## config.mk

```make
export PLATFORM = sky130hd
export DESIGN_NAME = ivs_vector_select
export DESIGN_NICKNAME = d
export VERILOG_FILES = /design/src/ivs_vector_select.v
export VERILOG_INCLUDE_DIRS = /design/src
export SDC_FILE = /design/constraint.sdc
export NUM_CORES = 1
export LEC_CHECK = 0
export ABC_AREA = 1
export CAP_MARGIN = 20
export CORE_MARGIN = 2
export CORE_UTILIZATION = 61
export DETAILED_ROUTE_END_ITERATION = 10
export DONT_BUFFER_PORTS = 1
export GPL_TIMING_DRIVEN = 1
export MAX_ROUTING_LAYER = met4
export PLACE_DENSITY = 0.89
export RECOVER_POWER = 25
export SLEW_MARGIN = 10
export SYNTH_ARGS = -nofsm -noshare
export SYNTH_HDL_FRONTEND = slang
export SYNTH_SLANG_ARGS = --single-unit
export TNS_END_PERCENT = 10
```

## constraint.sdc

```tcl
create_clock -name ref_clk -period 1.6 [get_ports ref_clk]
set_input_delay 0.08 -clock ref_clk [delete_from_list [all_inputs] [get_ports ref_clk]]
set_output_delay 0.08 -clock ref_clk [all_outputs]
set_load 0.03 [all_outputs]
```

## src/ivs_defines.vh

```
`ifndef IVS_DEFINES_VH
`define IVS_DEFINES_VH
// ==========================================================
// Control register layout
`define IVS_ALT_SEL_BIT 15
`define IVS_CTRL_RESET 16'h0000
// ==========================================================
// Vector map
`define IVS_VEC_OFFSET 7'h08
`define IVS_VEC_ADDR_BASE 24'h000004
`define IVS_ALT_TABLE_OFFSET 24'h000100
`define IVS_RESET_PC 24'h000000
`define IVS_IRQ_COUNT 46
`define IVS_SRC_MASK 46'h0000_20DB_3FEF
`endif

```

## src/ivs_vector_select.v

```verilog
`timescale 1ns/100ps
// Contract
// - Control register bit 15 selects table
// - Alternate bit set uses alternate table
// - Alternate table follows primary table
// - Both tables share one slot order
// - Reset issues no vector
// - Reset clears registers, PC to zero
// - Request 0 external zero, vector 8
// - Requests 1-3 capture, compare, timer one
// - Requests 5-8 capture, compare, timers
// - Requests 9,10 serial error and done
// - Requests 11-13 uart and converter
// - Requests 16,17 i2c target, controller
// - Requests 19,20 change notice, external one
// - Requests 22,23 capture seven, eight
// - Request 29 external two, vector 37
// - 24-bit slots, lower position wins
`include "ivs_defines.vh"
module ivs_vector_select #(
   parameter IRQ_COUNT = `IVS_IRQ_COUNT
) (
   input wire ref_clk,
   input wire rst,
   input wire ctrl_wr,
   input wire [15:0] ctrl_wdata,
   output wire [15:0] int_control_two,
   input wire [IRQ_COUNT-1:0] irq_pending,
   input wire vec_ack,
   output wire vec_valid,
   output wire [6:0] vec_number,
   output wire [23:0] vec_addr,
   output wire alt_table_select,
   output wire [23:0] reset_pc
);

// ==========================================================
// Helpers
// Base of the table in use; the alternate one sits right after
function [23:0] ivs_table_base;
   input alt;
   begin
      if (alt) begin
         ivs_table_base = `IVS_VEC_ADDR_BASE +
            `IVS_ALT_TABLE_OFFSET;
      end else begin
         ivs_table_base = `IVS_VEC_ADDR_BASE;
      end
   end
endfunction

function [23:0] ivs_addr;
   input [6:0] vnum;
   input alt;
   begin
      // Two address words per slot, same order in both tables
      ivs_addr = ivs_table_base(alt) + {16'h0000, vnum, 1'b0};
   end
endfunction

// ==========================================================
// Control register
reg [15:0] ctrl_reg;
reg [15:0] ctrl_next;
// Only bit 15 acts here; the rest is kept for software
always @* begin
   ctrl_next = ctrl_reg;
   if (ctrl_wr) begin
      ctrl_next = ctrl_wdata;
   end
end
always @(posedge ref_clk) begin
   if (rst) begin
      ctrl_reg <= `IVS_CTRL_RESET;
   end else begin
      ctrl_reg <= ctrl_next;
   end
end
assign int_control_two = ctrl_reg;
assign alt_table_select = ctrl_reg[`IVS_ALT_SEL_BIT];
// Reset takes PC to zero without any vector fetch
assign reset_pc = `IVS_RESET_PC;

// ==========================================================
// Source map and natural priority
// Wired sources; every number missing below is reserved
localparam [6:0] REQ_EXT_IRQ_ZERO = 7'h00;
localparam [6:0] REQ_CAPTURE_CH_ONE = 7'h01;
localparam [6:0] REQ_COMPARE_CH_ONE = 7'h02;
localparam [6:0] REQ_TIMER_ONE_EVENT = 7'h03;
localparam [6:0] REQ_CAPTURE_CH_TWO = 7'h05;
localparam [6:0] REQ_COMPARE_CH_TWO = 7'h06;
localparam [6:0] REQ_TIMER_TWO_EVENT = 7'h07;
localparam [6:0] REQ_TIMER_THREE_EVENT = 7'h08;
localparam [6:0] REQ_SPI_ERROR_EVENT = 7'h09;
localparam [6:0] REQ_SPI_DONE_EVENT = 7'h0A;
localparam [6:0] REQ_UART_RECEIVE_EVENT = 7'h0B;
localparam [6:0] REQ_UART_TRANSMIT_EVENT = 7'h0C;
localparam [6:0] REQ_CONVERTER_DONE_EVENT = 7'h0D;
localparam [6:0] REQ_I2C_TARGET_EVENT = 7'h10;
localparam [6:0] REQ_I2C_CONTROLLER_EVENT = 7'h11;
localparam [6:0] REQ_CHANGE_NOTICE_EVENT = 7'h13;
localparam [6:0] REQ_EXT_IRQ_ONE = 7'h14;
localparam [6:0] REQ_CAPTURE_CH_SEVEN = 7'h16;
localparam [6:0] REQ_CAPTURE_CH_EIGHT = 7'h17;
localparam [6:0] REQ_EXT_IRQ_TWO = 7'h1D;

// Numbers without an entry have no source and never dispatch
function ivs_src_live;
   input [6:0] req;
   begin
      case (req)
         REQ_EXT_IRQ_ZERO: ivs_src_live = 1'b1;
         REQ_CAPTURE_CH_ONE: ivs_src_live = 1'b1;
         REQ_COMPARE_CH_ONE: ivs_src_live = 1'b1;
         REQ_TIMER_ONE_EVENT: ivs_src_live = 1'b1;
         REQ_CAPTURE_CH_TWO: ivs_src_live = 1'b1;
         REQ_COMPARE_CH_TWO: ivs_src_live = 1'b1;
         REQ_TIMER_TWO_EVENT: ivs_src_live = 1'b1;
         REQ_TIMER_THREE_EVENT: ivs_src_live = 1'b1;
         REQ_SPI_ERROR_EVENT: ivs_src_live = 1'b1;
         REQ_SPI_DONE_EVENT: ivs_src_live = 1'b1;
         REQ_UART_RECEIVE_EVENT: ivs_src_live = 1'b1;
         REQ_UART_TRANSMIT_EVENT: ivs_src_live = 1'b1;
         REQ_CONVERTER_DONE_EVENT: ivs_src_live = 1'b1;
         REQ_I2C_TARGET_EVENT: ivs_src_live = 1'b1;
         REQ_I2C_CONTROLLER_EVENT: ivs_src_live = 1'b1;
         REQ_CHANGE_NOTICE_EVENT: ivs_src_live = 1'b1;
         REQ_EXT_IRQ_ONE: ivs_src_live = 1'b1;
         REQ_CAPTURE_CH_SEVEN: ivs_src_live = 1'b1;
         REQ_CAPTURE_CH_EIGHT: ivs_src_live = 1'b1;
         REQ_EXT_IRQ_TWO: ivs_src_live = 1'b1;
         default: ivs_src_live = 1'b0;
      endcase
   end
endfunction

// Vector number of a request; results stay below 7 bits
function [6:0] ivs_vec_num;
   input [6:0] req;
   begin
      ivs_vec_num = req + `IVS_VEC_OFFSET;
   end
endfunction

// Level view only: a request that drops before its slot frees is lost
reg [IRQ_COUNT-1:0] irq_live;
integer k;
always @* begin
   irq_live = {IRQ_COUNT{1'b0}};
   for (k = 0; k < IRQ_COUNT; k = k + 1) begin
      irq_live[k] = irq_pending[k] & ivs_src_live(k[6:0]);
   end
end

reg [6:0] pick_next;
reg hit_next;
integer i;
// Full scan every cycle: depth traded for no added latency
always @* begin
   pick_next = 7'h00;
   hit_next = 1'b0;
   // Descending scan so the lowest request wins
   for (i = IRQ_COUNT - 1; i >= 0; i = i - 1) begin
      if (irq_live[i]) begin
         pick_next = i[6:0];
         hit_next = 1'b1;
      end
   end
end

// ==========================================================
// Vector output, held until the core acknowledges
reg valid_reg;
reg valid_next;
reg [6:0] vnum_reg;
reg [6:0] vnum_next;
reg [23:0] vaddr_reg;
reg [23:0] vaddr_next;
// A taken vector frees the slot on the same edge: back to back
wire slot_free = !valid_reg || vec_ack;
always @* begin
   valid_next = valid_reg;
   vnum_next = vnum_reg;
   vaddr_next = vaddr_reg;
   if (slot_free) begin
      if (hit_next) begin
         valid_next = 1'b1;
         vnum_next = ivs_vec_num(pick_next);
         // Table choice is latched here; later flips do not move it
         vaddr_next = ivs_addr(ivs_vec_num(pick_next),
            alt_table_select);
      end else begin
         // Nothing live: idle outputs read back as zero
         valid_next = 1'b0;
         vnum_next = 7'h00;
         vaddr_next = 24'h000000;
      end
   end
end

// Data outputs leave flip-flops only
always @(posedge ref_clk) begin
   if (rst) begin
      // A reset drops any waiting vector; none is issued for it
      valid_reg <= 1'b0;
      vnum_reg <= 7'h00;
      vaddr_reg <= 24'h000000;
   end else begin
      valid_reg <= valid_next;
      vnum_reg <= vnum_next;
      vaddr_reg <= vaddr_next;
   end
end
assign vec_valid = valid_reg;
assign vec_number = vnum_reg;
assign vec_addr = vaddr_reg;

endmodule

```

==> Word level (Yosys, flattened, before mapping) <==
Index checks and enable logic that the tools add are counted.
{ "totals": {"in_bits": 66, "out_inout_bits": 73, "register_bits": 48} }
{ "classes": {"addsub": 2, "reduce_logical": 2, "n_mux": 46} }
{ "ops": {"columns": ["cell", "n"], "rows": [
  ["7-bit two-way mux", 20],
  ["24-bit two-way mux", 3],
  ["24-bit by 8-bit adder with 24-bit output", 1],
  ["1-bit two-way mux", 21],
  ["9-bit two-way mux", 1],
  ["7-bit by 4-bit adder with 7-bit output (second input constant)", 1],
  ["5-bit two-way mux", 1],
  ["1-bit zero test", 1],
  ["1-bit logical OR", 1]
]} }

==> Depth between registers and ports, before layout <==
Gate-level depths: netlist of the first run.
{ "logic_depth": {"depth_word": 24, "depth_mapped": 18, "ltp_nobuf": 18} }

==> Worst setup path before layout of the first run <==
OpenSTA, ideal clock, no wires.
{ "synth_path": {"kind": "flip-flop to flip-flop", "startpoint": "reg valid_reg, in the netlist vec_valid", "endpoint": "reg vaddr_reg[7], in the netlist vec_addr[7]", "setup_slack_ns": 0.207, "path_buffers": 0, "path_stages_with_launch": 10, "arrival_ns": 1.266, "cell_sequence": "dfxtp_1 > inv_1 > nor2_1 > inv_1 > nand2_4 > inv_4 > nand2_2 > nor2_1 > a21oi_1 > nor2_1"} }
{ "synth_via": {"elab_chain_cells": 2} }
{ "synth_rtl": {"columns": ["item", "line_no", "source"], "rows": [
  ["start, declared", "ivs_vector_select.v:174", "reg valid_reg;"],
  ["start signal, assigned", "ivs_vector_select.v:210", "valid_reg <= valid_next;"],
  ["1-bit zero test", "ivs_vector_select.v:181", "wire slot_free = !valid_reg || vec_ack;"],
  ["1-bit logical OR", "ivs_vector_select.v:181", null],
  ["end signal, assigned", "ivs_vector_select.v:212", "vaddr_reg <= vaddr_next;"],
  ["end, declared", "ivs_vector_select.v:178", "reg [23:0] vaddr_reg;"]
]} }
No other way between the ends.
A chain may end at the register's enable or synchronous reset.

==> results of run 1 <==
==> power breakdown <==
| part | leakage (nW) | switching, mW | internal [mW] |
|---|---|---|---|
| Sequential | 0.247 | 0.0843 | 0.782 |
| Clock | 0.0302 | 0.245 | 0.198 |
| Combinational | 0.637 | 0.246 | 0.0878 |
| Total | 0.914 | 0.575 | 1.07 |
==> flip-flops by register name, summed over array words and instances (netlist names) <==
signal / cells
vec_number: 5
vec_addr: 8
int_control_two: 16
vec_valid: 1
==> Yosys cell counts <==
cell,number,area (um2)
nor2_2,2,12.5
inv_4,1,6.26
nand4_1,2,12.5
conb_1,1,3.75
xnor2_1,1,8.76
inv_2,1,3.75
clkbuf_1,7,26.3
dfxtp_1,30,601
o21bai_2,1,11.3
buf_4,43,323
nor2_4,1,11.3
a21oi_2,1,8.76
inv_1,21,78.8
a21oi_1,30,150
nand2_1,77,289
nor2_1,12,45.0
a21oi_4,1,16.3
nor3_4,1,16.3
nor4_2,1,12.5
nand2_4,1,11.3
nand3_2,2,20.0
o21ai_1,3,15.0
nand3_1,5,25.0
nor3_1,1,5.00
ha_1,3,37.5
o21ai_0,1,5.00
nand2_2,4,25.0
==> tightest hold or removal path, delay by kind of cell <==
family          cells  cell delay [ns]
simple gates        3             0.14
compound gates      1             0.05
buf+inv             1             0.02
==> worst max path at each step <==
| stage | slack (ns) | startpoint | endpoint |
|---|---|---|---|
| after detailed placement | 0.06 | irq_pending[9] | vec_addr[7] |
| after CTS | 0.13 | ctrl_wr | int_control_two[13] |
| final | 0.11 | ctrl_wr | int_control_two[13] |
| after global placement | 0.11 | irq_pending[9] | vec_addr[7] |
| after global routing | 0.05 | ctrl_wr | int_control_two[13] |
| after floorplan | 0.21 | vec_valid | vec_addr[7] |
==> routing by layer <==
metal | wire (um) | global-route usage [%] | up-vias
met5 | 0 | - | -
met4 | 66 | 9.63 | 0
met3 | 334 | 9.15 | 8
met2 | 1810 | 40.6 | 70
met1 | 1440 | 25.3 | 657
li1 | - | - | 748
==> final cells by class <==
| type | instances | area share (%) |
|---|---|---|
| Timing Repair Buffer | 25 | 12.2 |
| Clock buffer | 6 | 2.70 |
| Tap cell | 31 | 2.04 |
| Inverter | 23 | 4.67 |
| Sequential cell | 30 | 31.6 |
| Multi-Input combinational cell | 191 | 46.9 |
==> per-stage QoR <==
stage | hold slack (ns) | cells | util (%) | area (um2)
4_1_cts | 0.0122 | 306 | 69.1 | 1910
2_1_floorplan | 0.220 | 294 | - | 1930
3_5_place_dp | 0.147 | 281 | 60.4 | 1670
5_1_grt | 0.0571 | 306 | 69.0 | 1900
6_report | 0.0113 | 306 | 69.0 | 1900
3_3_place_gp | 0.146 | 281 | 60.4 | 1670
==> cell usage in the layout, fill, tap and decap left out, drive strengths merged <==
| cell | n |
|---|---|
| a21oi | 32 |
| buf | 5 |
| clkbuf | 7 |
| conb | 41 |
| dfxtp | 30 |
| dlygate4sd3 | 19 |
| ha | 3 |
| inv | 23 |
| nand2 | 82 |
| nand3 | 7 |
| nand4 | 2 |
| nor2 | 15 |
| nor3 | 2 |
| nor4 | 1 |
| o21ai | 4 |
| o21bai | 1 |
| xnor2 | 1 |
==> cell families (layout without fill, tap and decap cells) <==
logic type	Yosys count	in the layout	share of synthesized area [%]
and+or+nand+nor	109	109	27.3
buffers and inverters	73	54	24.6
AOI/OAI and AO/OA	37	37	11.6
DFF	30	30	33.7
adders and majority gates	3	3	2.11
other	1	41	0.211
xor gates and xnor gates	1	1	0.492
==> impl_results.md, run 1 <==
* Initial antenna violation count at 0
* Min-Delay Path Class: input pin to flop
* Final hold viol count at 0
* # IOs at 139
* Vias per cell at 4.85
* Clock Sinks at 30
* Worst R2R Path Depth at 9
* Tot GR Track Use at 24.1%
* Fillcell total at 244
* Total Power at 1.64 mW
* Post-DRT Antenna Nets at 0
* Arr. time, crit path at 1.75 ns
* Htree depth at 2
* Total grt overflow at 0
* Wire length per cell at 11.9 um
* Min Tclk post-route at 1.49 ns
* Worst path slowest cell: dlygate4sd3_1
* Reg-to-reg endpoint: vec_addr[7]
* Crit. End Element: flop
* Nets@finish at 345
* Critical-path cell list: dlygate4sd3_1 > nand2_1 > dlygate4sd3_1 > a21oi_1
* PnR worst setup slack at 0.108 ns
* Relative slew slack at 27.7%
* Critical R2R Launch: vec_valid
* Avg Synthesized Cell Area at 7.01 um2
* Maximum vdd drop at 0.800 mV
* Post-synthesis register bit count at 30
* RSZ-0062 raised after global routing: false
* Period utilization at 93.3%
* Hpwl dp at 2.53 mm
* Largest net degree at the start of global routing at 31
* Distinct cells, synth at 27
* Flop-to-flop setup slack at 0.35 ns
* Min-delay src: irq_pending[2]
* Post-Syn Instances at 254
* Worst Setup Start Kind: input pin
* Slew @ Worst Pin at 1.08 ns
* Clock buffer depth at 2
* Vias in the first global route at 1,445
* # setup viols final at 0
* Share of cells above drive strength 1 at 10.2%
* Sequential share of the synthesized area at 33.7%
* Gp weighted congestion at 0.769
* Worst Path Max Fanout at 16
* CP Class: input pin to flop
* Die Ht at 58.0 um
* Root buffer cell: clkbuf_4
* Starting DRT DRC Count at 45
* FMAX at 670 MHz
* Family with the most delay on the worst path: buffers and inverters
* CTS tree: built
* CTS Buf Count at 5
* Final WL at 3.65 mm
* Post-Route Setup TNS at 0 ns
* Largest stage delay on the critical path at 0.86 ns
* Hold Path End: vec_addr[1]
* Post-synthesis cell area at 1780 um2
* Global-route wire length before repair at 5.99 mm
* DRC at 0
* Skew final at 0.00624 ns
* Hold Buf Count CTS at 19
* Final Slew Violations at 0
* Full die area at 3370 um2
* YS warnings at 0
* Input/output buffers at 0
* # rows at 19
* Crit path buf inv count at 2
* Leak at 0.914 nW
* Ant diodes at 0
* Vias at 1,483
* First-pass DRT Iterations at 4
* Die W at 58.0 um
* Core area at 2760 um2
* Maxcap violations at 0
* Status: complete, no violations
* Critical path depth in cells at 4
* Area used by multi-input combinational logic at 892 um2
* Syn-to-layout area delta at 6.89%
* PwrDens at 863 nW/um2
* Post-CTS Resized at 0
* Clock slew at reported path FFs at 0.09 ns
* Hold Path Cell Cnt at 5
* Dpl ws at 0.0569 ns
* Initial core utilization at 64.6%
* CP dominant cell by count: dlygate4sd3_1
* Worst skew pair latency at 0.33 ns
* Postcts setup bufs at 0
* Critical Path RT at 1.85 ns
* FF/Latch Area at 601 um2
(Power assumes the default switching activity.)
==> run 2: changes to the inputs <==
--- a/config.mk
+++ b/config.mk
@@ -9,15 +9,15 @@
 export ABC_AREA = 1
 export CAP_MARGIN = 20
 export CORE_MARGIN = 2
-export CORE_UTILIZATION = 61
+export CORE_UTILIZATION = 60
 export DETAILED_ROUTE_END_ITERATION = 10
 export DONT_BUFFER_PORTS = 1
 export GPL_TIMING_DRIVEN = 1
 export MAX_ROUTING_LAYER = met4
-export PLACE_DENSITY = 0.89
+export PLACE_DENSITY = 0.88
 export RECOVER_POWER = 25
 export SLEW_MARGIN = 10
 export SYNTH_ARGS = -nofsm -noshare
 export SYNTH_HDL_FRONTEND = slang
 export SYNTH_SLANG_ARGS = --single-unit
-export TNS_END_PERCENT = 10
+export TNS_END_PERCENT = 100
==> impl_results.md, run 2 (synthesis results as in run 1) <==
* Status: complete, no violations (unchanged)
* Final Slew Violations at 0 (unchanged)
* Family with the most delay on the worst path: buffers and inverters (unchanged)
* Flop-to-flop setup slack at 0.37 ns (was 0.35 ns)
* DRC at 0 (unchanged)
* Htree depth at 2 (unchanged)
* # placed instances at 281 (unchanged)
* Final WL at 3.52 mm (was 3.65 mm)
* Gp weighted congestion at 0.751 (was 0.769)
* Hpwl dp at 2.43 mm (was 2.53 mm)
* RSZ-0062 raised after global routing: false (unchanged)
* Worst Setup Start Kind: input pin (unchanged)
* Nets@finish at 345 (unchanged)
* CTS tree: built (unchanged)
* Core area at 2780 um2 (was 2760 um2)
* Min-Delay Path Class: input pin to flop (unchanged)
* Clock Sinks at 30 (unchanged)
* Critical path depth in cells at 2 (was 4)
* Vias per cell at 4.81 (was 4.85)
* Hold Path Cell Cnt at 5 (unchanged)
* Tot GR Track Use at 22.3% (was 24.1%)
* Post-DRT Antenna Nets at 0 (unchanged)
* FMAX at 796 MHz (was 670 MHz)
* Worst R2R Path Depth at 9 (unchanged)
* Leak at 0.937 nW (was 0.914 nW)
* Full die area at 3420 um2 (was 3370 um2)
* Worst path slowest cell: dlygate4sd3_1 (unchanged)
* PwrDens at 904 nW/um2 (was 863 nW/um2)
* Worst skew pair latency at 0.32 ns (was 0.33 ns)
* Min Hold Slack at 0.0180 ns (was 0.0113 ns)
* Critical R2R Launch: vec_valid (unchanged)
* Maxcap violations at 0 (unchanged)
* Input/output buffers at 0 (unchanged)
* Crit path buf inv count at 1 (was 2)
* Critical Path Sink: int_control_two[4] (was int_control_two[13])
* Clock slew at reported path FFs at 0.09 ns (about the same)
* Share of cells above drive strength 1 at 10.8% (was 10.2%)
* Critical Path RT at 1.76 ns (was 1.85 ns)
* Slew @ Worst Pin at 1.05 ns (was 1.08 ns)
* Ant diodes at 0 (unchanged)
* Largest stage delay on the critical path at 1.24 ns (was 0.86 ns)
* Reg-to-reg endpoint: vec_addr[7] (unchanged)
* Most common cell after layout, fill and taps aside: nand2_1 (unchanged)
* # rows at 19 (unchanged)
* First-pass DRT Iterations at 4 (unchanged)
* Util after Layout at 69.5% (was 69.0%)
* Min Tclk post-route at 1.26 ns (was 1.49 ns)
* Total Power at 1.75 mW (was 1.64 mW)
* PnR worst setup slack at 0.344 ns (was 0.108 ns)
* CTS Buf Count at 5 (unchanged)
* Max FFs per register at 16 (unchanged)
* Die W at 58.5 um (was 58.0 um)
* CP Launch Point: rst (was ctrl_wr)
* Initial core utilization at 64.0% (was 64.6%)
* Vias at 1,483 (unchanged)
* Die Ht at 58.5 um (was 58.0 um)
* Total grt overflow at 0 (unchanged)
* Post-Route Setup TNS at 0 ns (unchanged)
* Largest net degree at the start of global routing at 31 (unchanged)
* Syn-to-layout area delta at 8.57% (was 6.89%)
* Wire length per cell at 11.4 um (was 11.9 um)
* Arr. time, crit path at 1.42 ns (was 1.75 ns)
* Crit. End Element: flop (unchanged)
* Finished Layout Cells at 308 (was 306)
* Period utilization at 78.5% (was 93.3%)
* Final Instance Area at 1930 um2 (was 1900 um2)
* Root buffer cell: clkbuf_4 (unchanged)
* Clock buffer depth at 2 (unchanged)
* Final hold viol count at 0 (unchanged)
* Initial antenna violation count at 0 (unchanged)
* # setup viols final at 0 (unchanged)
* Dpl ws at 0.0547 ns (was 0.0569 ns)
* Global-route wire length before repair at 5.62 mm (was 5.99 mm)
* # IOs at 139 (unchanged)
* Starting DRT DRC Count at 61 (was 45)
* Vias in the first global route at 1,320 (was 1,445)
* Critical-path cell list: dlygate4sd3_1 > a21oi_1 (was dlygate4sd3_1 > nand2_1 > dlygate4sd3_1 > a21oi_1)
* Relative slew slack at 29.5% (was 27.7%)
* CP Class: input pin to flop (unchanged)
* Most frequent cells in the layout: 77 x nand2_1, 41 x conb_1, 30 x a21oi_1, 30 x dfxtp_1, 21 x inv_1 (unchanged)
* Maximum vdd drop at 0.920 mV (was 0.800 mV)
* Area post-placement at 1670 um2 (unchanged)
* Worst Path Max Fanout at 30 (was 16)
* Skew final at 0.00572 ns (was 0.00624 ns)
[run 2: changes by cell type in the layout (fill, tap and decap cells not counted), sizes merged]
cell and delta:
dlymetal6s4s +1, clkbuf +2, dlygate4sd3 -1
[run 2: power by group]
part	leakage, nW	internal, mW	switching (mW)	total (mW)
Clock	0.0446	0.300	0.247	0.547
Combinational	0.646	0.0882	0.246	0.334
Sequential	0.247	0.782	0.0838	0.866
[run 2: final cells by class]
class                           instances  area (um2)
Clock buffer                            8        78.8
Timing Repair Buffer                   25         234
Fill cell                             224         848
Multi-Input combinational cell        191         892
Tap cell                               31        38.8
Inverter                               23        88.8
Sequential cell                        30         601
[run 2: worst min path at each step]
stage / start / to / slack [ns]
after global placement: rst / vec_number[1] / 0.15
final: irq_pending[2] / vec_addr[1] / 0.02
after detailed placement: rst / vec_number[1] / 0.15
after floorplan: ctrl_wdata[15] / int_control_two[15] / 0.22
after CTS: irq_pending[2] / vec_addr[1] / 0.004
after global routing: irq_pending[2] / vec_addr[1] / 0.02
[run 2: per-layer routing]
metal,vias up,GRT usage (%),share of wire [%]
met4,0,11.0,1.8
met5,-,-,0
met1,657,24.0,37
li1,748,-,-
met3,7,6.15,9.0
met2,71,37.4,52
[run 2: timing repair]
action / in CTS / in global routing
setup endpoints to repair: 0 / 1
hold buffers: 19 / 0
endpoints found under the hold margin: 30 / 0
gates resized for setup: 0 / 1
buffers inserted: 0 / 0
[run 2: worst register-to-register path, stage by stage (launching register included)]
cell and delay (ns):
dfxtp_1 0.34, inv_1 0.04, nor2_1 0.14, inv_1 0.14
nand2_4 0.12, inv_4 0.06, nand2_2 0.06, nor2_1 0.04
a21oi_1 0.11, nor2_1 0.05
